## config.mk

```make
export PLATFORM = sky130hd
export DESIGN_NAME = fiocp_host
export DESIGN_NICKNAME = d
export VERILOG_FILES = /design/src/design/fiocp_pkg.sv /design/src/design/fiocp_bus_cycle.sv /design/src/design/fiocp_host.sv
export SDC_FILE = /design/constraint.sdc
export NUM_CORES = 1
export LEC_CHECK = 0
export ABC_CLOCK_PERIOD_IN_PS = 9100
export BUFFER_PORTS_ARGS = -buffer_cell sky130_fd_sc_hd__buf_2
export CORE_UTILIZATION = 55
export DETAILED_ROUTE_END_ITERATION = 10
export GPL_TIMING_DRIVEN = 0
export HOLD_SLACK_MARGIN = 0.06
export PLACE_DENSITY = 0.76
export SYNTH_ARGS = -nofsm -noshare
export SYNTH_HDL_FRONTEND = slang
export SYNTH_SLANG_ARGS = --single-unit
```

## constraint.sdc

```tcl
create_clock -name core_clk_i -period 9.1 [get_ports core_clk_i]
set_input_delay 1.82 -clock core_clk_i [delete_from_list [all_inputs] [get_ports core_clk_i]]
set_output_delay 1.82 -clock core_clk_i [all_outputs]
set_load 0.02 [all_outputs]
```

## src/design/fiocp_pkg.sv

```systemverilog
// constants, op codes and types of the flash identifier and otp command port host
// ==========================================================================
// Behaviour
// - otp reads start with 90H and last until FFH is written
// - otp program is C0H then a second write of address and data
// - otp lock is C0H then FFFDH written to otp word 80H
// - block erase carries an address inside the block to erase
// - word write carries the exact target address and its data
// - block lock set needs a block address, others any address
// - output enable and write strobe are never low together
package fiocp_pkg;

  // ========================================================================
  // clock and timing
  localparam int CLK_PERIOD_NS = 10;
  localparam int T_RESET_LOW_NS = 100;
  localparam int T_WAKE_NS = 1000;
  localparam int T_WE_PULSE_NS = 50;
  localparam int T_ACCESS_NS = 90;
  localparam int RESET_LOW_CYC = (T_RESET_LOW_NS + CLK_PERIOD_NS - 1) / CLK_PERIOD_NS;
  localparam int WAKE_CYC = (T_WAKE_NS + CLK_PERIOD_NS - 1) / CLK_PERIOD_NS;
  localparam int WE_PULSE_CYC = (T_WE_PULSE_NS + CLK_PERIOD_NS - 1) / CLK_PERIOD_NS;
  localparam int ACCESS_CYC = (T_ACCESS_NS + CLK_PERIOD_NS - 1) / CLK_PERIOD_NS;
  localparam int SYNC_CYC = 2;
  localparam int CNT_W = 8;

  // ========================================================================
  // widths
  localparam int ADDR_W = 19;
  localparam int DATA_W = 16;

  // ========================================================================
  // command codes
  localparam logic [7:0] CMD_READ_ARRAY = 8'hFF;
  localparam logic [7:0] CMD_READ_ID = 8'h90;
  localparam logic [7:0] CMD_READ_STATUS = 8'h70;
  localparam logic [7:0] CMD_CLEAR_STATUS = 8'h50;
  localparam logic [7:0] CMD_OTP_PROGRAM = 8'hC0;
  localparam logic [7:0] CMD_BLOCK_ERASE = 8'h20;
  localparam logic [7:0] CMD_ERASE_CONFIRM = 8'hD0;
  localparam logic [7:0] CMD_WORD_WRITE = 8'h40;

  // ========================================================================
  // device word map in identifier mode
  localparam logic [18:0] MAKER_IDENTITY_OFS = 19'h00000;
  localparam logic [18:0] PART_IDENTITY_OFS = 19'h00001;
  localparam logic [18:0] FIRST_BOOT_BLOCK_LOCK_OFS = 19'h00002;
  localparam logic [18:0] PERMANENT_LOCK_OFS = 19'h00003;
  localparam logic [18:0] OTP_LOCK_INFO_OFS = 19'h00080;
  localparam logic [18:0] BLOCK_LOCK_DISP = 19'h00002;
  localparam logic [15:0] OTP_LOCK_DATA = 16'hFFFD;
  localparam int FACTORY_LOCK_BIT = 0;
  localparam int CUSTOMER_LOCK_BIT = 1;

  // ========================================================================
  // status word
  localparam int SR_READY_BIT = 7;
  localparam int SR_PROG_FAIL_BIT = 4;
  localparam int SR_PROTECT_BIT = 1;
  localparam logic [7:0] STATUS_RESET = 8'h80;

  // ========================================================================
  // user operations
  typedef enum logic [3:0] {
    OP_READ_ARRAY,
    OP_READ_ID,
    OP_READ_BLOCK_LOCK,
    OP_READ_STATUS,
    OP_CLEAR_STATUS,
    OP_OTP_PROGRAM,
    OP_OTP_LOCK,
    OP_WORD_WRITE,
    OP_BLOCK_ERASE,
    OP_TWO_CYCLE
  } fiocp_op_t;

endpackage

```

## src/design/fiocp_bus_cycle.sv

```systemverilog
// single asynchronous write or read cycle on the flash pins
`timescale 1ns/100ps
module fiocp_bus_cycle (
  input wire logic core_clk_i,
  input wire logic rst_i,
  input wire logic start_i,
  input wire logic write_i,
  input wire logic [fiocp_pkg::ADDR_W-1:0] addr_i,
  input wire logic [fiocp_pkg::DATA_W-1:0] data_i,
  output logic done_o,
  output logic [fiocp_pkg::DATA_W-1:0] rdata_o,
  output logic ce_n_o,
  output logic we_n_o,
  output logic oe_n_o,
  output logic [fiocp_pkg::ADDR_W-1:0] addr_o,
  output logic [fiocp_pkg::DATA_W-1:0] dq_o,
  output logic [fiocp_pkg::DATA_W-1:0] dq_oe_o,
  input wire logic [fiocp_pkg::DATA_W-1:0] dq_i
);
  import fiocp_pkg::*;

  typedef enum logic [2:0] {PH_IDLE, PH_SETUP, PH_PULSE, PH_HOLD, PH_READ, PH_END} fiocp_phase_t;

  fiocp_phase_t phase, next_phase;
  logic [CNT_W-1:0] cnt, next_cnt;
  logic next_done, next_ce_n, next_we_n, next_oe_n;
  logic [ADDR_W-1:0] next_addr;
  logic [DATA_W-1:0] next_dq, next_dq_oe, next_rdata;
  logic [DATA_W-1:0] dq_meta, dq_sync;

  // ========================================================================
  // data pin synchroniser
  always_ff @(posedge core_clk_i or posedge rst_i) begin
    if (rst_i) begin
      dq_meta <= '0;
      dq_sync <= '0;
    end else begin
      dq_meta <= dq_i;
      dq_sync <= dq_meta;
    end
  end

  // ========================================================================
  // cycle sequencing
  always_comb begin
    next_phase = phase;
    next_cnt = cnt;
    next_done = 1'b0;
    next_ce_n = ce_n_o;
    next_we_n = we_n_o;
    next_oe_n = oe_n_o;
    next_addr = addr_o;
    next_dq = dq_o;
    next_dq_oe = dq_oe_o;
    next_rdata = rdata_o;
    unique case (phase)
      PH_IDLE: begin
        if (start_i) begin
          next_addr = addr_i;
          next_ce_n = 1'b0;
          next_cnt = '0;
          if (write_i) begin
            next_dq = data_i;
            next_dq_oe = '1;
            next_phase = PH_SETUP;
          end else begin
            next_oe_n = 1'b0; // strobe is high here
            next_phase = PH_READ;
          end
        end
      end
      PH_SETUP: begin
        next_we_n = 1'b0; // select already low
        next_phase = PH_PULSE;
      end
      PH_PULSE: begin
        if (cnt == CNT_W'(WE_PULSE_CYC - 1)) begin
          next_we_n = 1'b1; // strobe rises first and captures
          next_phase = PH_HOLD;
        end else begin
          next_cnt = cnt + 1'b1;
        end
      end
      PH_HOLD: begin
        next_ce_n = 1'b1;
        next_phase = PH_END;
      end
      PH_READ: begin
        if (cnt == CNT_W'(ACCESS_CYC + SYNC_CYC - 1)) begin
          next_rdata = dq_sync;
          next_ce_n = 1'b1;
          next_oe_n = 1'b1;
          next_done = 1'b1;
          next_phase = PH_IDLE;
        end else begin
          next_cnt = cnt + 1'b1;
        end
      end
      PH_END: begin
        next_dq_oe = '0;
        next_done = 1'b1;
        next_phase = PH_IDLE;
      end
    endcase
  end

  // registers of the cycle
  always_ff @(posedge core_clk_i or posedge rst_i) begin
    if (rst_i) begin
      phase <= PH_IDLE;
      cnt <= '0;
      done_o <= 1'b0;
      ce_n_o <= 1'b1;
      we_n_o <= 1'b1;
      oe_n_o <= 1'b1;
      addr_o <= '0;
      dq_o <= '0;
      dq_oe_o <= '0;
      rdata_o <= '0;
    end else begin
      phase <= next_phase;
      cnt <= next_cnt;
      done_o <= next_done;
      ce_n_o <= next_ce_n;
      we_n_o <= next_we_n;
      oe_n_o <= next_oe_n;
      addr_o <= next_addr;
      dq_o <= next_dq;
      dq_oe_o <= next_dq_oe;
      rdata_o <= next_rdata;
    end
  end

  // ========================================================================
  // pin checks
  we_oe_excl_a: assert property (@(posedge core_clk_i) disable iff (rst_i)
    !(!we_n_o && !oe_n_o)) else $error("strobe and output enable low together");
  write_select_a: assert property (@(posedge core_clk_i) disable iff (rst_i)
    !we_n_o |-> !ce_n_o && (dq_oe_o == '1)) else $error("write strobe without select");
  strobe_first_a: assert property (@(posedge core_clk_i) disable iff (rst_i)
    $rose(we_n_o) |-> !ce_n_o ##1 ce_n_o) else $error("select rose before strobe");
  pulse_width_a: assert property (@(posedge core_clk_i) disable iff (rst_i)
    $fell(we_n_o) |-> !we_n_o [*5] ##1 we_n_o) else $error("write pulse width wrong");
  read_ends_a: assert property (@(posedge core_clk_i) disable iff (rst_i)
    $fell(oe_n_o) |-> ##[11:11] (done_o && oe_n_o)) else $error("read cycle length wrong");

endmodule // fiocp_bus_cycle

```

## src/design/fiocp_host.sv

```systemverilog
// host sequencer for identifier reads, otp program and lock, and array commands
`timescale 1ns/100ps
module fiocp_host (
  input wire logic core_clk_i,
  input wire logic rst_i,
  input wire logic req_i,
  input wire fiocp_pkg::fiocp_op_t op_i,
  input wire logic [fiocp_pkg::ADDR_W-1:0] addr_i,
  input wire logic [fiocp_pkg::DATA_W-1:0] data_i,
  input wire logic [7:0] cmd_i,
  input wire logic supply_ok_i,
  output logic ready_o,
  output logic done_o,
  output logic refused_o,
  output logic [fiocp_pkg::DATA_W-1:0] result_o,
  output logic [7:0] status_o,
  output logic prog_fail_o,
  output logic protect_o,
  output logic factory_unlocked_o,
  output logic customer_unlocked_o,
  output logic rp_n_o,
  output logic ce_n_o,
  output logic we_n_o,
  output logic oe_n_o,
  output logic [fiocp_pkg::ADDR_W-1:0] addr_o,
  output logic [fiocp_pkg::DATA_W-1:0] dq_o,
  output logic [fiocp_pkg::DATA_W-1:0] dq_oe_o,
  input wire logic [fiocp_pkg::DATA_W-1:0] dq_i
);
  import fiocp_pkg::*;

  typedef enum logic [2:0] {
    ST_RESET, ST_WAKE, ST_IDLE, ST_FIRST, ST_SECOND, ST_POLL_CMD, ST_POLL, ST_FINISH
  } fiocp_state_t;

  // ========================================================================
  // helpers
  function automatic logic is_modify(input fiocp_op_t op);
    return op inside {OP_OTP_PROGRAM, OP_OTP_LOCK, OP_WORD_WRITE, OP_BLOCK_ERASE, OP_TWO_CYCLE};
  endfunction

  function automatic logic [7:0] first_code(input fiocp_op_t op, input logic [7:0] cmd);
    unique case (op)
      OP_READ_ARRAY: return CMD_READ_ARRAY;
      OP_READ_ID, OP_READ_BLOCK_LOCK: return CMD_READ_ID;
      OP_READ_STATUS: return CMD_READ_STATUS;
      OP_CLEAR_STATUS: return CMD_CLEAR_STATUS;
      OP_OTP_PROGRAM, OP_OTP_LOCK: return CMD_OTP_PROGRAM;
      OP_WORD_WRITE: return CMD_WORD_WRITE;
      OP_BLOCK_ERASE: return CMD_BLOCK_ERASE;
      default: return cmd;
    endcase
  endfunction

  // lock code word of the block holding an address: main blocks are 32K words
  function automatic logic [ADDR_W-1:0] block_lock_addr(input logic [ADDR_W-1:0] a);
    if (a[18:15] != 4'h0) begin
      return {a[18:15], 15'h0000} + BLOCK_LOCK_DISP;
    end
    return {a[18:12], 12'h000} + BLOCK_LOCK_DISP;
  endfunction

  fiocp_state_t state, next_state;
  fiocp_op_t op, next_op;
  logic [CNT_W-1:0] cnt, next_cnt;
  logic [ADDR_W-1:0] addr, next_addr;
  logic [DATA_W-1:0] data, next_data, next_result;
  logic [7:0] cmd, next_cmd, next_status;
  logic launched, next_launched;
  logic next_ready, next_done, next_refused, next_prog_fail, next_protect;
  logic next_factory, next_customer, next_rp_n;
  logic supply_meta, supply_ok;
  logic cyc_start, cyc_write, cyc_done;
  logic [ADDR_W-1:0] cyc_addr;
  logic [DATA_W-1:0] cyc_data, cyc_rdata;
  logic [7:0] last_code;

  // ========================================================================
  // pin cycle engine
  fiocp_bus_cycle u_cycle (
    .core_clk_i(core_clk_i),
    .rst_i(rst_i),
    .start_i(cyc_start),
    .write_i(cyc_write),
    .addr_i(cyc_addr),
    .data_i(cyc_data),
    .done_o(cyc_done),
    .rdata_o(cyc_rdata),
    .ce_n_o(ce_n_o),
    .we_n_o(we_n_o),
    .oe_n_o(oe_n_o),
    .addr_o(addr_o),
    .dq_o(dq_o),
    .dq_oe_o(dq_oe_o),
    .dq_i(dq_i)
  );

  // supply valid pin synchroniser
  always_ff @(posedge core_clk_i or posedge rst_i) begin
    if (rst_i) begin
      supply_meta <= 1'b0;
      supply_ok <= 1'b0;
    end else begin
      supply_meta <= supply_ok_i;
      supply_ok <= supply_meta;
    end
  end

  // ========================================================================
  // operation sequencer
  always_comb begin
    next_state = state;
    next_op = op;
    next_cnt = cnt;
    next_addr = addr;
    next_data = data;
    next_cmd = cmd;
    next_launched = launched;
    next_ready = ready_o;
    next_done = 1'b0;
    next_refused = refused_o;
    next_result = result_o;
    next_status = status_o;
    next_prog_fail = prog_fail_o;
    next_protect = protect_o;
    next_factory = factory_unlocked_o;
    next_customer = customer_unlocked_o;
    next_rp_n = rp_n_o;
    cyc_write = 1'b1;
    cyc_addr = addr;
    cyc_data = data;
    // one cycle launch per bus state, rearmed on completion
    cyc_start = (state inside {ST_FIRST, ST_SECOND, ST_POLL_CMD, ST_POLL}) && !launched;
    if (cyc_start) begin
      next_launched = 1'b1;
    end
    if (cyc_done) begin
      next_launched = 1'b0;
    end
    unique case (state)
      ST_RESET: begin
        if (cnt == CNT_W'(RESET_LOW_CYC - 1)) begin
          next_cnt = '0;
          next_rp_n = 1'b1;
          next_state = ST_WAKE;
        end else begin
          next_cnt = cnt + 1'b1;
        end
      end
      ST_WAKE: begin
        if (cnt == CNT_W'(WAKE_CYC - 1)) begin
          next_ready = 1'b1;
          next_state = ST_IDLE;
        end else begin
          next_cnt = cnt + 1'b1;
        end
      end
      ST_IDLE: begin
        if (req_i) begin
          next_op = op_i;
          next_addr = addr_i;
          next_data = data_i;
          next_cmd = cmd_i;
          next_ready = 1'b0;
          next_refused = 1'b0;
          if (is_modify(op_i) && !supply_ok) begin
            next_refused = 1'b1;
            next_state = ST_FINISH;
          end else begin
            next_state = ST_FIRST;
          end
        end
      end
      ST_FIRST: begin
        cyc_data = {8'h00, first_code(op, cmd)};
        if (cyc_done) begin
          next_state = (op inside {OP_READ_ARRAY, OP_CLEAR_STATUS}) ? ST_FINISH : ST_SECOND;
        end
      end
      ST_SECOND: begin
        cyc_write = is_modify(op);
        unique case (op)
          OP_OTP_LOCK: begin
            cyc_addr = OTP_LOCK_INFO_OFS;
            cyc_data = OTP_LOCK_DATA;
          end
          OP_BLOCK_ERASE: cyc_data = {8'h00, CMD_ERASE_CONFIRM};
          OP_READ_BLOCK_LOCK: cyc_addr = block_lock_addr(addr);
          default: cyc_addr = addr;
        endcase
        if (cyc_done) begin
          if (!is_modify(op)) begin
            next_result = cyc_rdata;
            next_state = ST_FINISH;
            if (op == OP_READ_STATUS) begin
              next_status = cyc_rdata[7:0];
            end
            if (op == OP_READ_ID && addr == OTP_LOCK_INFO_OFS) begin
              next_factory = cyc_rdata[FACTORY_LOCK_BIT];
              next_customer = cyc_rdata[CUSTOMER_LOCK_BIT];
            end
          end else begin
            next_state = ST_POLL_CMD;
          end
        end
      end
      ST_POLL_CMD: begin
        cyc_data = {8'h00, CMD_READ_STATUS};
        if (cyc_done) begin
          next_state = ST_POLL;
        end
      end
      ST_POLL: begin
        cyc_write = 1'b0;
        if (cyc_done) begin
          next_status = cyc_rdata[7:0];
          next_result = cyc_rdata;
          if (cyc_rdata[SR_READY_BIT]) begin
            next_state = ST_FINISH;
          end
        end
      end
      ST_FINISH: begin
        next_done = 1'b1;
        next_ready = 1'b1;
        if (is_modify(op) && !refused_o) begin
          next_prog_fail = status_o[SR_PROG_FAIL_BIT];
          next_protect = status_o[SR_PROTECT_BIT];
        end
        next_state = ST_IDLE;
      end
    endcase
  end

  // sequencer registers
  always_ff @(posedge core_clk_i or posedge rst_i) begin
    if (rst_i) begin
      state <= ST_RESET;
      op <= OP_READ_ARRAY;
      cnt <= '0;
      addr <= '0;
      data <= '0;
      cmd <= '0;
      launched <= 1'b0;
      ready_o <= 1'b0;
      done_o <= 1'b0;
      refused_o <= 1'b0;
      result_o <= '0;
      status_o <= STATUS_RESET; // device leaves reset with 80H
      prog_fail_o <= 1'b0;
      protect_o <= 1'b0;
      factory_unlocked_o <= 1'b0;
      customer_unlocked_o <= 1'b1;
      rp_n_o <= 1'b0;
    end else begin
      state <= next_state;
      op <= next_op;
      cnt <= next_cnt;
      addr <= next_addr;
      data <= next_data;
      cmd <= next_cmd;
      launched <= next_launched;
      ready_o <= next_ready;
      done_o <= next_done;
      refused_o <= next_refused;
      result_o <= next_result;
      status_o <= next_status;
      prog_fail_o <= next_prog_fail;
      protect_o <= next_protect;
      factory_unlocked_o <= next_factory;
      customer_unlocked_o <= next_customer;
      rp_n_o <= next_rp_n;
    end
  end

  // ========================================================================
  // sequence checks
  always_ff @(posedge core_clk_i or posedge rst_i) begin
    if (rst_i) begin
      last_code <= 8'h00;
    end else if (cyc_start && cyc_write) begin
      last_code <= cyc_data[7:0];
    end
  end

  otp_prefix_a: assert property (@(posedge core_clk_i) disable iff (rst_i)
    (state == ST_SECOND && cyc_start && op inside {OP_OTP_PROGRAM, OP_OTP_LOCK})
    |-> last_code == CMD_OTP_PROGRAM && cyc_write) else $error("otp write without prefix");
  // lock word is checked on the pins in the cycle after the capturing strobe edge
  lock_word_a: assert property (@(posedge core_clk_i) disable iff (rst_i)
    (state == ST_SECOND && op == OP_OTP_LOCK && $rose(we_n_o))
    |-> addr_o == OTP_LOCK_INFO_OFS && dq_o == OTP_LOCK_DATA) else $error("bad lock word");
  id_prefix_a: assert property (@(posedge core_clk_i) disable iff (rst_i)
    (state == ST_SECOND && cyc_start && op inside {OP_READ_ID, OP_READ_BLOCK_LOCK})
    |-> last_code == CMD_READ_ID && !cyc_write) else $error("identifier read without 90H");
  block_lock_a: assert property (@(posedge core_clk_i) disable iff (rst_i)
    (state == ST_SECOND && cyc_start && op == OP_READ_BLOCK_LOCK)
    |-> cyc_addr[11:0] == 12'h002) else $error("block lock address wrong");
  exact_addr_a: assert property (@(posedge core_clk_i) disable iff (rst_i)
    (state == ST_SECOND && op inside {OP_WORD_WRITE, OP_BLOCK_ERASE, OP_TWO_CYCLE}
     && $rose(we_n_o))
    |-> addr_o == addr) else $error("target address altered");
  supply_gate_a: assert property (@(posedge core_clk_i) disable iff (rst_i)
    (state == ST_IDLE && req_i && is_modify(op_i) && !supply_ok)
    |=> state == ST_FINISH ##1 (done_o && refused_o && ce_n_o)) else $error("not refused");

endmodule // fiocp_host

```

==> tab_implementation.tex <==
\begin{tabular}{lr}
\hline
Metric & Value \\
\hline
\multicolumn{2}{l}{\textbf{Logic synthesis}} \\
\quad Proportion of synthesized chip area in sequential cells & 0.605 \\
\quad Syn Std Cell Area & 0.00796 mm² \\
\quad Synthesized-area fraction occupied by and/or/nand/nor cells & 0.0901 \\
\quad Post-Synth Adder-Cell Area & 0.00786 \\
\quad Synthesized-area fraction occupied by ao, oa, aoi and oai cells & 0.111 \\
\quad Count of mapped cells out of synthesis & 644 \\
\quad Leading post-synthesis cells by instance count & 187 x sky130\_fd\_sc\_hd\_\_dfrtp\_1, 93 x sky130\_fd\_sc\_hd\_\_mux2\_2, 43 x sky130\_fd\_sc\_hd\_\_nand2\_1, 41 x sky130\_fd\_sc\_hd\_\_a21oi\_1, 36 x sky130\_fd\_sc\_hd\_\_nor2\_1 \\
\quad Most common flop cell mapped by yosys & sky130\_fd\_sc\_hd\_\_dfrtp\_1 \\
\quad Synth Area in XOR/XNOR & 0.00661 \\
\quad Multiplexer area fraction after synthesis & 0.138 \\
\quad Synth async-reset ratio & 1.00 \\
\quad Number of synthesized flops with an enable pin & 0 \\
\quad Ys Warns & 0 \\
\quad Main combinational cell family by area after synthesis & multiplexers \\
\quad Post-Syn Area per Cell & 12.4 µm² \\
\quad Seq cells post-synth & 192 \\
\quad Syn Nets & 716 \\
\quad Cell with the most instances after synthesis & sky130\_fd\_sc\_hd\_\_dfrtp\_1 \\
\quad Synth area leader & sky130\_fd\_sc\_hd\_\_dfrtp\_1 \\
\quad Largest cells by area after synthesis & sky130\_fd\_sc\_hd\_\_dfrtp\_1 59\%, sky130\_fd\_sc\_hd\_\_mux2\_2 13\%, sky130\_fd\_sc\_hd\_\_a21oi\_1 2.6\% \\
\quad Area share of the largest cell type after synthesis & 0.588 \\
\quad Library cells used by synthesis & 64 \\
\multicolumn{2}{l}{\textbf{STA}} \\
\quad Final Hold Vio Count & 0 \\
\quad Period utilization & 0.354 \\
\quad Slew headroom & 0.378 \\
\quad Time the final worst path needs with I/O delays and setup & 3.22 ns \\
\quad Number of setup violations in the final report & 0 \\
\quad Worst clock skew & 0.0116 ns \\
\quad Pins over their slew limit & 0 \\
\quad Unrepaired setup endpoints after global routing & false \\
\quad Worst path setup slack after routing & 5.88 ns \\
\quad Transition at the pin with the smallest max-transition slack & 0.926 ns \\
\quad Peak clock frequency supported by timing & 310 MHz \\
\quad Post-Route Setup TNS & 0 ns \\
\multicolumn{2}{l}{\textbf{Placed design}} \\
\quad HPWL after DPL & 12300 µm \\
\quad Global placement routability congestion & 0.842 \\
\quad Buffers on Ports & 152 \\
\quad Cell count after placement & 977 \\
\quad Worst setup slack before clock tree synthesis & 5.57 ns \\
\quad Area post-placement & 0.00898 mm² \\
\multicolumn{2}{l}{\textbf{Global routing}} \\
\quad Wire length of the first global-routing pass & 28000 µm \\
\quad Total gr overflow & 0 \\
\quad GRT Overall Usage & 0.248 \\
\quad Largest net degree at the start of global routing & 116 \\
\quad Number of global-route vias before repair & 5534 \\
\quad Antenna violations before repair & 0 \\
\multicolumn{2}{l}{\textbf{Finish}} \\
\quad Proportion of layout cells with a drive suffix above 1 & 0.390 \\
\quad Combined area of the multi-input logic cells & 0.00281 mm² \\
\quad Number of inserted filler cells in the final layout & 1059 \\
\quad Antenna Diode Count & 0 \\
\quad Growth of design area from synthesis to finish & 19.9\% \\
\quad Number of standard cells in the final layout excluding fillers & 1009 \\
\quad Final net count & 888 \\
\quad Area occupied by registers & 0.00481 mm² \\
\quad Finished Cell Area & 0.00954 mm² \\
\quad Post-route core utilization & 0.682 \\
\multicolumn{2}{l}{\textbf{Drt}} \\
\quad Antenna-violating nets left & 0 \\
\quad Number of DRC violations after detailed-routing iteration 0 & 371 \\
\quad Count of vias placed by the detailed router & 5605 \\
\quad \# DRC & 0 \\
\quad Wire length after detailed routing & 17300 µm \\
\quad Routed via count divided by cell count & 5.56 \\
\quad WL/cell & 17.1 µm \\
\quad Drt pass-1 iters & 5 \\
\multicolumn{2}{l}{\textbf{Clocking}} \\
\quad Clk root buf & sky130\_fd\_sc\_hd\_\_clkbuf\_16 \\
\quad Number of buffers added by the clock tree synthesis step & 17 \\
\quad Clock Tree Buf Depth & 2 \\
\quad Register clock-pin slew on the reported worst setup and hold paths & 0.07 ns \\
\quad Clock latency on the worst-skew pair & 0.44 ns \\
\quad Count of hold-fix buffers inserted at cts & 0 \\
\quad Clock sink total & 192 \\
\quad CTS-repair resized insts & 0 \\
\quad Total setup buffers inserted after CTS & 0 \\
\quad TritonCTS clock tree & done \\
\quad Number of H-tree levels & 4 \\
\multicolumn{2}{l}{\textbf{Die}} \\
\quad Die X-Extent & 122 µm \\
\quad Number of rows in the core area & 43 \\
\quad Core outline area & 0.0140 mm² \\
\quad Initial core utilization & 0.569 \\
\quad I/O pins & 153 \\
\quad Vertical die dimension & 122 µm \\
\quad Die Footprint & 0.0149 mm² \\
\multicolumn{2}{l}{\textbf{Power and ir drop}} \\
\quad IR Drop Worst-Case VDD & 0.000249 V \\
\quad Leakage power & 4.53 nW \\
\quad PD cells & 322 mW/mm² \\
\multicolumn{2}{l}{\textbf{Critical path}} \\
\quad Startpoint Class & register \\
\quad Crit path arrival time & 1.40 ns \\
\quad Crit Path Class & register to output port \\
\quad Kind of capture point of the worst setup path & output port \\
\quad FF-to-FF path depth & 6 \\
\quad Crit-path max FO & 17 \\
\quad Required time of the worst setup path & 7.28 ns \\
\multicolumn{2}{l}{\textbf{Job}} \\
\quad Max-capacitance violation count & 0 \\
\multicolumn{2}{l}{\textbf{Worst hold path}} \\
\quad Cell depth of the worst hold path & 0 \\
\quad Worst min-delay path class & register to register \\
\multicolumn{2}{l}{\textbf{Status}} \\
\quad Result of the run & completed \\
\hline
\end{tabular}
-- power breakdown --
group | leakage [nW] | switching, mW | total [mW] | internal, mW
Clock | 0.278 | 0.337 | 0.704 | 0.367
Sequential | 2.35 | 0.167 | 1.27 | 1.10
Combinational | 1.91 | 0.638 | 1.10 | 0.464
-- cell usage in the layout, fill, tap and decap left out, types with 14 or more instances in the layout --
master	count
sky130_fd_sc_hd__a21oi_1	41
sky130_fd_sc_hd__a31oi_1	14
sky130_fd_sc_hd__buf_2	161
sky130_fd_sc_hd__buf_4	17
sky130_fd_sc_hd__clkbuf_1	15
sky130_fd_sc_hd__clkbuf_16	17
sky130_fd_sc_hd__dfrtp_1	187
sky130_fd_sc_hd__inv_1	14
sky130_fd_sc_hd__mux2_2	93
sky130_fd_sc_hd__nand2_1	43
sky130_fd_sc_hd__nor2_1	36
sky130_fd_sc_hd__o21ai_0	33
-- kinds of logic after synthesis --
| group | after synthesis |
|---|---|
| AO/OA/AOI/OAI | 138 |
| XOR/XNOR | 6 |
| adder cells (fa/ha/maj) | 5 |
| buffers and inverters | 63 |
| flip-flops | 192 |
| multiplexers | 98 |
| AND/OR/NAND/NOR | 142 |
-- registers in the layout, summed over array words and instances, names as in the netlist, 3 cells and up --
signal / count
op: 4
result_o: 16
cnt: 8
data: 16
u_cycle.dq_sync: 16
u_cycle.dq_meta: 16
status_o: 8
u_cycle.cnt: 8
cmd: 8
u_cycle.addr_o: 19
u_cycle.dq_o: 16
state: 3
u_cycle.phase: 3
addr: 19
u_cycle.rdata_o: 16
-- worst max-delay path: stages, from the launching register on --
cell                      delay [ns]
sky130_fd_sc_hd__dfrtp_1        0.62
sky130_fd_sc_hd__buf_4          0.19
sky130_fd_sc_hd__buf_2          0.16
-- final timing paths --
path | startpoint | to | slack (ns)
setup / recovery | u_cycle.dq_oe_o[14] | dq_oe_o[14] | 5.88
hold / removal | u_cycle.dq_meta[6] | u_cycle.dq_sync[6] | 0.35
setup reg to reg | op[1] | result_o[9] | 6.63
hold reg to reg | u_cycle.dq_meta[6] | u_cycle.dq_sync[6] | 0.35
max in group asynchronous | rst_i | u_cycle.oe_n_o | 6.75
min in group asynchronous | rst_i | result_o[8] | 1.44
-- layout make-up --
| type | instances | share of cell area |
|---|---|---|
| clock buffer | 18 | 0.0461 |
| timing repair buffer | 153 | 0.0827 |
| sequential | 192 | 0.504 |
| multi-input combinational | 389 | 0.295 |
| tap | 180 | 0.0236 |
| buffer | 48 | 0.0293 |
| inverter | 15 | 0.00669 |
| clock inverter | 14 | 0.0127 |
-- per-layer routing --
| layer | share of wire | track usage | vias to the layer above |
|---|---|---|---|
| li1 | - | - | 2622 |
| met1 | 0.43 | 0.324 | 2768 |
| met2 | 0.49 | 0.400 | 195 |
| met3 | 0.067 | 0.0734 | 20 |
| met4 | 0.013 | 0.0808 | 0 |
| met5 | 0 | 0 | - |
-- through the flow --
| step | hold WS (ns) | total power, mW |
|---|---|---|
| 2_1_floorplan | 0.331 | 2.04 |
| 3_3_place_gp | 0.331 | 2.32 |
| 5_1_grt | 0.357 | 3.26 |
| 4_1_cts | 0.352 | 3.09 |
| 6_report | 0.349 | 3.07 |
| 3_5_place_dp | 0.336 | 2.37 |
Power figures use the tool's default switching activity.
